[src/design/rfs_regs.svh]
// register offsets, field positions and reset values of the fault registers
// assumes inclusion by the package and the design modules only
`ifndef RFS_REGS_SVH
`define RFS_REGS_SVH

`define RFS_ADDR_W          8
`define RFS_DATA_W          8
`define RFS_OFS_LATCHED     8'h01
`define RFS_OFS_LIVE        8'h02
`define RFS_OFS_MODE        8'h03
`define RFS_RST_LATCHED     8'h20
`define RFS_RST_LIVE        8'h18
`define RFS_RST_MODE        8'h00
`define RFS_BIT_POR         5
`define RFS_BIT_UVLOCK      4
`define RFS_BIT_OVERTEMP    3
`define RFS_BIT_OVERCUR     2
`define RFS_BIT_TIMEOUT     1
`define RFS_BIT_SHORT       0
`define RFS_BIT_MODE_EN     1
`define RFS_BIT_MODE_PWM    0
`define RFS_NUM_FLAGS       6

`endif

[src/design/rfs_pkg.sv]
// types of the regulator fault status block
// assumes rfs_regs.svh in the include path
`include "rfs_regs.svh"

package rfs_pkg;
    typedef logic [`RFS_ADDR_W-1:0] rfs_addr_t;
    typedef logic [`RFS_DATA_W-1:0] rfs_data_t;
    typedef logic [`RFS_NUM_FLAGS-1:0] rfs_flags_t;
    typedef enum logic [2:0] {
        RFS_RUN   = 3'b001,
        RFS_SHOW  = 3'b010,
        RFS_FAULT = 3'b100
    } rfs_state_t;
endpackage

[src/design/rfs_evt_if.sv]
// event bundle from the fault sequencer to the register bank
// assumes one clock domain shared by both modules
`timescale 1ns/1ps

interface rfs_evt_if;
    import rfs_pkg::*;
    logic [2:0] live_pulse;
    logic [2:0] fault_set;
    modport seq (output live_pulse, output fault_set);
    modport bank (input live_pulse, input fault_set);
endinterface

[src/design/rfs_fault_seq.sv]
// fault sequencer: one-cycle declare pulse, then fault state
// assumes synchronised comparator levels on the system clock
`timescale 1ns/1ps

module rfs_fault_seq (
    input  wire logic       clk_i,
    input  wire logic       rst_i,
    input  wire logic       enable_i,
    input  wire logic [2:0] trip_i,
    rfs_evt_if.seq          evt
);
    import rfs_pkg::*;

    rfs_state_t state;
    rfs_state_t next_state;
    logic [2:0] held;
    logic [2:0] next_held;

    wire        any_trip = |trip_i;

    always_comb begin
        next_state = state;
        next_held  = held;
        case (state)
            RFS_RUN: begin
                if (enable_i && any_trip) begin
                    next_state = RFS_SHOW;
                    next_held  = trip_i;
                end
            end
            RFS_SHOW: begin
                next_state = RFS_FAULT;
            end
            RFS_FAULT: begin
                next_held = 3'h0;
                if (!enable_i) begin
                    next_state = RFS_RUN;
                end
            end
            default: begin
                next_state = RFS_RUN;
                next_held  = 3'h0;
            end
        endcase
    end

    always_ff @(posedge clk_i) begin
        if (rst_i) begin
            state <= RFS_RUN;
            held  <= 3'h0;
        end else begin
            state <= next_state;
            held  <= next_held;
        end
    end

    assign evt.live_pulse = (state == RFS_SHOW) ? held : 3'h0;
    assign evt.fault_set  = (state == RFS_SHOW) ? held : 3'h0;
endmodule // rfs_fault_seq

[src/design/rfs_top.sv]
// regulator fault status registers with register read/write port
// assumes raw comparator levels from the analog side, one system clock
`timescale 1ns/1ps
`include "rfs_regs.svh"

module rfs_top (
    input  wire logic           SYS_CLK_I,
    input  wire logic           RST_I,
    input  wire rfs_pkg::rfs_addr_t REG_ADDR_I,
    input  wire rfs_pkg::rfs_data_t REG_WDATA_I,
    input  wire logic           REG_WR_I,
    input  wire logic           REG_RD_I,
    input  wire logic           UNDERVOLTAGE_LOCKOUT_I,
    input  wire logic           OVERTEMP_I,
    input  wire logic           OVERCUR_I,
    input  wire logic           TIMEOUT_I,
    input  wire logic           SHORT_I,
    output rfs_pkg::rfs_data_t  REG_RDATA_O,
    output logic                REG_RVALID_O,
    output logic                REGULATE_EN_O,
    output logic                FORCE_PWM_O,
    output logic                FAULT_STATE_O
);
    import rfs_pkg::*;

    ////////////////////////////////////////////////////////////////////////
    // input synchronisers: three stages, change taken when 2nd and 3rd agree
    localparam int NIN = 5;
    logic [NIN-1:0] raw;
    logic [NIN-1:0] s1;
    logic [NIN-1:0] s2;
    logic [NIN-1:0] s3;
    logic [NIN-1:0] cmp;

    assign raw = {UNDERVOLTAGE_LOCKOUT_I, OVERTEMP_I, OVERCUR_I,
                  TIMEOUT_I, SHORT_I};

    genvar g;
    generate
        for (g = 0; g < NIN; g++) begin : g_sync
            always_ff @(posedge SYS_CLK_I) begin
                if (RST_I) begin
                    s1[g]  <= 1'b0;
                    s2[g]  <= 1'b0;
                    s3[g]  <= 1'b0;
                    cmp[g] <= 1'b0;
                end else begin
                    s1[g] <= raw[g];
                    s2[g] <= s1[g];
                    s3[g] <= s2[g];
                    if (s2[g] == s3[g]) begin
                        cmp[g] <= s3[g];
                    end
                end
            end
        end
    endgenerate

    wire uvl_cmp = cmp[4];
    wire ot_cmp  = cmp[3];

    ////////////////////////////////////////////////////////////////////////
    // mode register
    rfs_data_t mode;
    wire       hit_latched = (REG_ADDR_I == `RFS_OFS_LATCHED);
    wire       hit_live    = (REG_ADDR_I == `RFS_OFS_LIVE);
    wire       hit_mode    = (REG_ADDR_I == `RFS_OFS_MODE);
    wire       wr_mode     = REG_WR_I && hit_mode;
    wire       rd_latched  = REG_RD_I && hit_latched;
    wire       enable      = mode[`RFS_BIT_MODE_EN];

    always_ff @(posedge SYS_CLK_I) begin
        if (RST_I) begin
            mode <= `RFS_RST_MODE;
        end else if (wr_mode) begin
            mode <= {6'h00, REG_WDATA_I[1:0]};
        end
    end

    ////////////////////////////////////////////////////////////////////////
    // fault sequencer
    rfs_evt_if evt ();

    rfs_fault_seq u_seq (
        .clk_i    (SYS_CLK_I),
        .rst_i    (RST_I),
        .enable_i (enable),
        .trip_i   (cmp[2:0]),
        .evt      (evt.seq)
    );

    ////////////////////////////////////////////////////////////////////////
    // latched fault flags
    rfs_flags_t latched;
    rfs_flags_t set_vec;
    rfs_flags_t next_latched;
    logic       uvl_q;
    logic       ot_q;

    wire uvl_evt = enable && uvl_cmp && !uvl_q;
    wire ot_evt  = enable && ot_cmp && !ot_q;

    assign set_vec = {1'b0, uvl_evt, ot_evt, evt.fault_set};

    // clear on read, set wins over clear
    assign next_latched = (rd_latched ? '0 : latched) | set_vec;

    always_ff @(posedge SYS_CLK_I) begin
        if (RST_I) begin
            uvl_q <= 1'b0;
            ot_q  <= 1'b0;
        end else begin
            uvl_q <= uvl_cmp;
            ot_q  <= ot_cmp;
        end
    end

    always_ff @(posedge SYS_CLK_I) begin
        if (RST_I) begin
            latched <= rfs_flags_t'(`RFS_RST_LATCHED);
        end else begin
            latched <= next_latched;
        end
    end

    ////////////////////////////////////////////////////////////////////////
    // live status
    rfs_data_t live;
    assign live = {3'h0,
                   enable ? uvl_cmp : 1'b1,
                   enable ? ot_cmp  : 1'b1,
                   evt.live_pulse};

    ////////////////////////////////////////////////////////////////////////
    // read port
    // unused bits and addresses read zero
    wire rfs_data_t rd_mux = hit_latched ? {2'h0, latched} :
                             hit_live    ? live :
                             hit_mode    ? mode : 8'h00;

    always_ff @(posedge SYS_CLK_I) begin
        if (RST_I) begin
            REG_RDATA_O   <= 8'h00;
            REG_RVALID_O  <= 1'b0;
            REGULATE_EN_O <= 1'b0;
            FORCE_PWM_O   <= 1'b0;
            FAULT_STATE_O <= 1'b0;
        end else begin
            REG_RVALID_O  <= REG_RD_I;
            if (REG_RD_I) begin
                REG_RDATA_O <= rd_mux;
            end
            REGULATE_EN_O <= enable;
            FORCE_PWM_O   <= mode[`RFS_BIT_MODE_PWM];
            FAULT_STATE_O <= FAULT_STATE_O ? enable : |evt.fault_set;
        end
    end
endmodule // rfs_top

[config.mk]
export PLATFORM = sky130hd
export DESIGN_NAME = rfs_top
export DESIGN_NICKNAME = d
export VERILOG_FILES = /design/src/design/rfs_pkg.sv /design/src/design/rfs_evt_if.sv /design/src/design/rfs_fault_seq.sv /design/src/design/rfs_top.sv
export VERILOG_INCLUDE_DIRS = /design/src /design/src/design
export SDC_FILE = /design/constraint.sdc
export NUM_CORES = 1
export LEC_CHECK = 0
export ABC_CLOCK_PERIOD_IN_PS = 1180
export BUFFER_PORTS_ARGS = -buffer_cell sky130_fd_sc_hd__buf_4
export CORE_ASPECT_RATIO = 1.2
export CORE_MARGIN = 10
export CORE_UTILIZATION = 47
export CTS_CLUSTER_SIZE = 20
export DETAILED_ROUTE_END_ITERATION = 16
export MAX_ROUTING_LAYER = met4
export PLACE_DENSITY_LB_ADDON = 0.1
export REMOVE_ABC_BUFFERS = 1
export SLEW_MARGIN = 20
export SYNTH_ARGS = -nofsm -noshare
export SYNTH_HDL_FRONTEND = slang
export SYNTH_SLANG_ARGS = --single-unit
[constraint.sdc]
create_clock -name SYS_CLK_I -period 1.18 [get_ports SYS_CLK_I]
set_input_delay 0.236 -clock SYS_CLK_I [delete_from_list [all_inputs] [get_ports SYS_CLK_I]]
set_output_delay 0.236 -clock SYS_CLK_I [all_outputs]
set_load 0.02 [all_outputs]
## Word level (Yosys, flattened, before mapping)

Index checks and enable logic that the tools add are counted.

| word-level totals | value |
|---|---|
| flip-flop bits (word level) | 48 |
| input bits | 25 |
| output and inout bits | 12 |
| word-level logic and storage cells | 72 |

| cells by class | value |
|---|---|
| eq/ne operators | 13 |
| muxes and demuxes | 13 |
| bitwise logic cells | 2 |
| reduce and logical (&&, ||, !) cells | 13 |

Operators with widths:

| kind | count |
|---|---|
| equality test 8 x 2 -> 1 bit, second input constant | 2 |
| two-way mux 3 bit | 4 |
| two-way mux 6 bit | 2 |
| one-hot mux 3 bit (3 select lines) | 1 |
| equality test 8 x 1 -> 1 bit, second input constant | 1 |
| logical AND 1 bit | 7 |
| bitwise OR 6 x 5 -> 6 bit | 1 |
| one-hot mux 3 bit (2 select lines) | 1 |
| OR reduction 3 bit | 2 |
| equality test 1 bit | 5 |
| two-way mux 5 bit | 1 |
| AND reduction 2 bit | 2 |
| equality test 3 x 1 -> 1 bit, second input constant | 1 |
| equality test 3 x 2 -> 1 bit, second input constant | 1 |
| equality test 3 bit, second input constant | 1 |
| two-way mux 1 bit | 3 |
| zero test 1 bit | 2 |
| two-way mux 2 bit | 1 |
| != test 2 x 1 -> 1 bit, second input constant | 1 |
| != test 2 bit, second input constant | 1 |
| inverter 1 bit | 1 |

## Depth between registers and ports, before layout

| depth | value |
|---|---|
| depth in word-level cells | 4 |
| mapped depth | 5 |
| mapped depth without buffers | 3 |

## Cells and area by module

From an unflattened synthesis, not the netlist that was laid out.

| unflattened totals | value |
|---|---|
| cell total of the unflattened synthesis | 174 |
| area total of the unflattened synthesis | 1754.2 µm² |

Modules (own cells, without submodules):

| module | instances | cells each | area an instance (µm²) | seq. area each (µm²) |
|---|---|---|---|---|
| rfs_top | 1 | 144 | 1441.4 | 800.8 |
| rfs_fault_seq | 1 | 30 | 312.8 | 120.1 |

## Worst setup path after synthesis

Ideal clock, no wire load.

| timing path | value |
|---|---|
| path kind | register to register |
| start | register u_seq.state[1] |
| end | register FAULT_STATE_O |
| setup time | 70 ps |
| data arrival time | 1182 ps |
| data required time | 1110 ps |
| path slack | -73 ps |
| cell stages (with the launch flop) | 4 |
| path buffers | 0 |
| period minus slack after synthesis | 1253 ps |
| cell sequence | dfxtp_1 > or3b_1 > or3_1 > a21oi_1 |

| between the ends | value |
|---|---|
| longest elaborated chain between the ends | 4 |

Ends and longest elaborated chain:

| element | RTL line | text |
|---|---|---|
| start, declared | rfs_fault_seq.sv:14 | `rfs_state_t state;` |
| start signal, assigned | rfs_fault_seq.sv:52 | `state <= next_state;` |
| equality test 3 x 2 -> 1 bit | rfs_fault_seq.sv:58 | `assign evt.fault_set = (state == RFS_SHOW) ? held : 3'h0;` |
| two-way mux 3 bit | rfs_fault_seq.sv:58 |  |
| OR reduction 3 bit | rfs_top.sv:155 | `FAULT_STATE_O <= FAULT_STATE_O ? enable : \|evt.fault_set;` |
| two-way mux 1 bit | rfs_top.sv:155 |  |
| end signal, assigned | rfs_top.sv:155 |  |
| end, declared | rfs_top.sv:22 | `output logic FAULT_STATE_O` |

Every way passes these cells.
A chain may end at the register's enable or synchronous reset.

## Worst setup path in the final report

| timing path | value |
|---|---|
| start | register u_seq.state[2] |
| end | register FAULT_STATE_O |

Same word-level chain as after synthesis.

==> summary.md <==
| Metric | Value |
|---|---|
| Status | `finished, violations left` |
| Failing checks | `negative setup slack` |
| Die ar. | `6390 um^2` |
| Vias | `1318` |
| Fin util | `0.649` |
| Critical path origin | `u_seq.state[2]` |
| # H-tree levels | `2` |
| Gate Count Post-Synth | `166` |
| Mux cell area share after synthesis | `0.0327` |
| Final period util | `1.05` |
| WP data required | `1.41 ns` |
| Sink Count | `46` |
| Post-synthesis compound-gate area fraction | `0.127` |
| R2R Path Start | `u_seq.state[2]` |
| Power density over the cells | `1230 nW/um^2` |
| Hpwl dp | `2600 um` |
| Worst reg-to-reg path cell count | `3` |
| Clock-pin slew on the worst setup and hold paths | `0.08 ns` |
| TNS Setup | `-0.0637 ns` |
| R2R Path End | `FAULT_STATE_O` |
| Min-delay worst type | `in2reg` |
| Nets | `236` |
| Grt met2 use | `0.202` |
| Critical path peak fanout | `2` |
| Yosys top cell by area | `dfxtp_1` |
| Synth cell types | `36` |
| Final worst slack | `-0.0637 ns` |
| Critical Path End | `FAULT_STATE_O` |
| Post-layout min period | `1.24 ns` |
| Avg Cell Area, Syn | `10.2 um^2` |
| Met1 usage | `0.116` |
| Final Hold Fails | `0` |
| Initial DRT Pass Iterations | `4` |
| Final wirelength | `3490 um` |
| Die H | `85.6 um` |
| Share of the synthesized area in the top cell type | `0.546` |
| Congestion Overflow GR | `0` |
| # diodes | `0` |
| Clk Latency, worst-skew pair | `0.29 ns` |
| I/O pins | `37` |
| EDFF count, synth | `0` |
| GR peak layer | `met2` |
| Synthesized cell area | `1690 um^2` |
| Clock Root Buffer | `clkbuf_8` |
| Share of layout cells above drive strength 1 | `0.316` |
| Worst-case vdd ir drop | `0.000920 V` |
| Number of DRC markers in iteration 0 | `80` |
| RSZ-0062 raised after global routing | `true` |
| DR WL/cell | `14.0 um` |
| Post-Synth Adder-Cell Area | `0` |
| Fmax | `0.804 GHz` |
| Initial antenna violation count | `0` |
| Post-synthesis async set-or-reset flop share | `0` |
| CP arrival | `1.47 ns` |
| Synth warn | `0` |
| Flops & latches, synth | `46` |
| Largest net degree at the start of global routing | `23` |
| Top-count cell post-synth | `dfxtp_1` |
| DRC violations left | `0` |
| CP Capture Type | `flop` |
| Starting density of the core | `0.496` |
| Clock Skews | `0.00717 ns` |
| Max_cap viols | `0` |
| Vias in the first global route | `1328` |
| Fillers | `295` |
| Core ar. | `3400 um^2` |
| Cell leakage power | `0.000844 uW` |
| Post-synthesis sequential area ratio | `0.546` |
| Clock Path Buffers | `2` |
| Worst hold slack | `0.157 ns` |
| Site Rows | `23` |
| Global-route wire length before repair | `5850 um` |
| GRT met3 Usage | `0.0496` |
| Place WS | `-0.299 ns` |
| Area Overhead vs Synth | `30.7%` |
| Final setup viols | `1` |
| Port bufs | `28` |
| Startpoint types | `flop` |
| XOR/XNOR Fraction of Synth Area | `0` |
| Main combinational cell family by area after synthesis | `simple AND/OR/NAND/NOR gates` |
| Post-route ant nets | `0` |
| Chip width | `74.7 um` |
| Flop-to-flop setup slack | `-0.06 ns` |
| Critical path class | `reg2reg` |
| Synth top area cells | `dfxtp_1 (55%), nor2b_1 (8.2%), a32o_1 (3.0%), nand2b_1 (3.0%), a21oi_1 (2.4%)` |
| All-Layer GR Usage | `0.119` |
| Prevailing post-synth register cell | `dfxtp_1` |
| Area share of and/or/nand/nor cells after synthesis | `0.255` |
| Final GP Congestion | `0.784` |
| Worst-margin pin slew | `0.534 ns` |
| Max-slew headroom | `0.643` |
| Drt via density | `5.29` |
| Design Power | `2710 uW` |
| CTS tree | `done` |
| Post-synth top cells | `dfxtp_1 (46), nor2b_1 (22), nand2_1 (10), a21oi_1 (8), nand2b_1 (8)` |
| Max-slew violations | `0` |
| CTS Buf Count | `5` |
[worst min-delay path by stage]
stage | end | startpoint | depth (start not counted) | slack (ns)
floorplan | FAULT_STATE_O | RST_I | 1 | 0.31
detailed placement | s2[0] | s1[0] | 1 | 0.43
finish | s1[3] | OVERTEMP_I | 2 | 0.16
global placement | s2[1] | s1[1] | 1 | 0.42
global route | s1[2] | OVERCUR_I | 2 | 0.17
CTS | s1[3] | OVERTEMP_I | 2 | 0.15
[cell families after synthesis]
group / Yosys count
flip-flops: 46
buffers and inverters: 14
other: 1
AO/OA/AOI/OAI: 31
AND/OR/NAND/NOR: 69
multiplexers: 5
[sequential cells by signal, summed over array words and instances, names as in the netlist, 2 cells and up]
| signal | flops |
|---|---|
| s2 | 5 |
| latched | 6 |
| REG_RDATA_O | 6 |
| u_seq.state | 3 |
| u_seq.held | 3 |
| s1 | 5 |
| cmp | 3 |
| s3 | 5 |
| mode | 2 |
[what timing repair did]
item | 4_1_cts | 5_1_grt
endpoints found under the setup margin | 9 | 19
setup buffers | 1 | 0
pin swaps | 2 | 4
resized for setup | 3 | 8
hold buffers | 0 | 0
[where the power goes]
part           total [uW]  switching [uW]  internal, uW
Combinational         173            82.0          91.0
Clock                 954             482           473
Sequential           1590            9.74          1580
Total                2710             573          2140
[per-stage QoR]
step,instance area (um^2),std cells
2_1_floorplan,1650,159
3_3_place_gp,2040,240
3_5_place_dp,2040,240
4_1_cts,2160,249
5_1_grt,2200,249
6_report,2200,249
[layout by cell type, fill, tap and decap left out, types with 6 or more instances in the layout]
cell	instances
dfxtp_1	45
buf_4	44
nor2b_1	22
nand2_1	10
a21oi_1	8
nand2b_1	7
o21ai_0	6
inv_1	6
nand4_1	6
clkbuf_8	6
[area by class of cell]
cell class                 instances  area (um^2)  share of cell area
multi-input combinational        107          771               0.350
sequential                        46          922               0.419
inverter                           6         22.5              0.0102
clock buffer                       7         86.3              0.0392
clock inverter                     1         5.00             0.00227
timing repair buffer              45          350               0.159
tap                               37         46.3              0.0210
[layer usage]
layer | part of all wire | routed length (um)
met5 | 0 | 0
met4 | 0.011 | 38
met3 | 0.071 | 249
met2 | 0.50 | 1760
met1 | 0.41 | 1440
[worst max-delay path: stages, from the launching register on]
cell and delay [ns]:
dfxtp_1 0.31, or3b_1 0.39, or3_1 0.36, a21oi_1 0.12
Note: power is estimated with default switching activity, not from simulation.
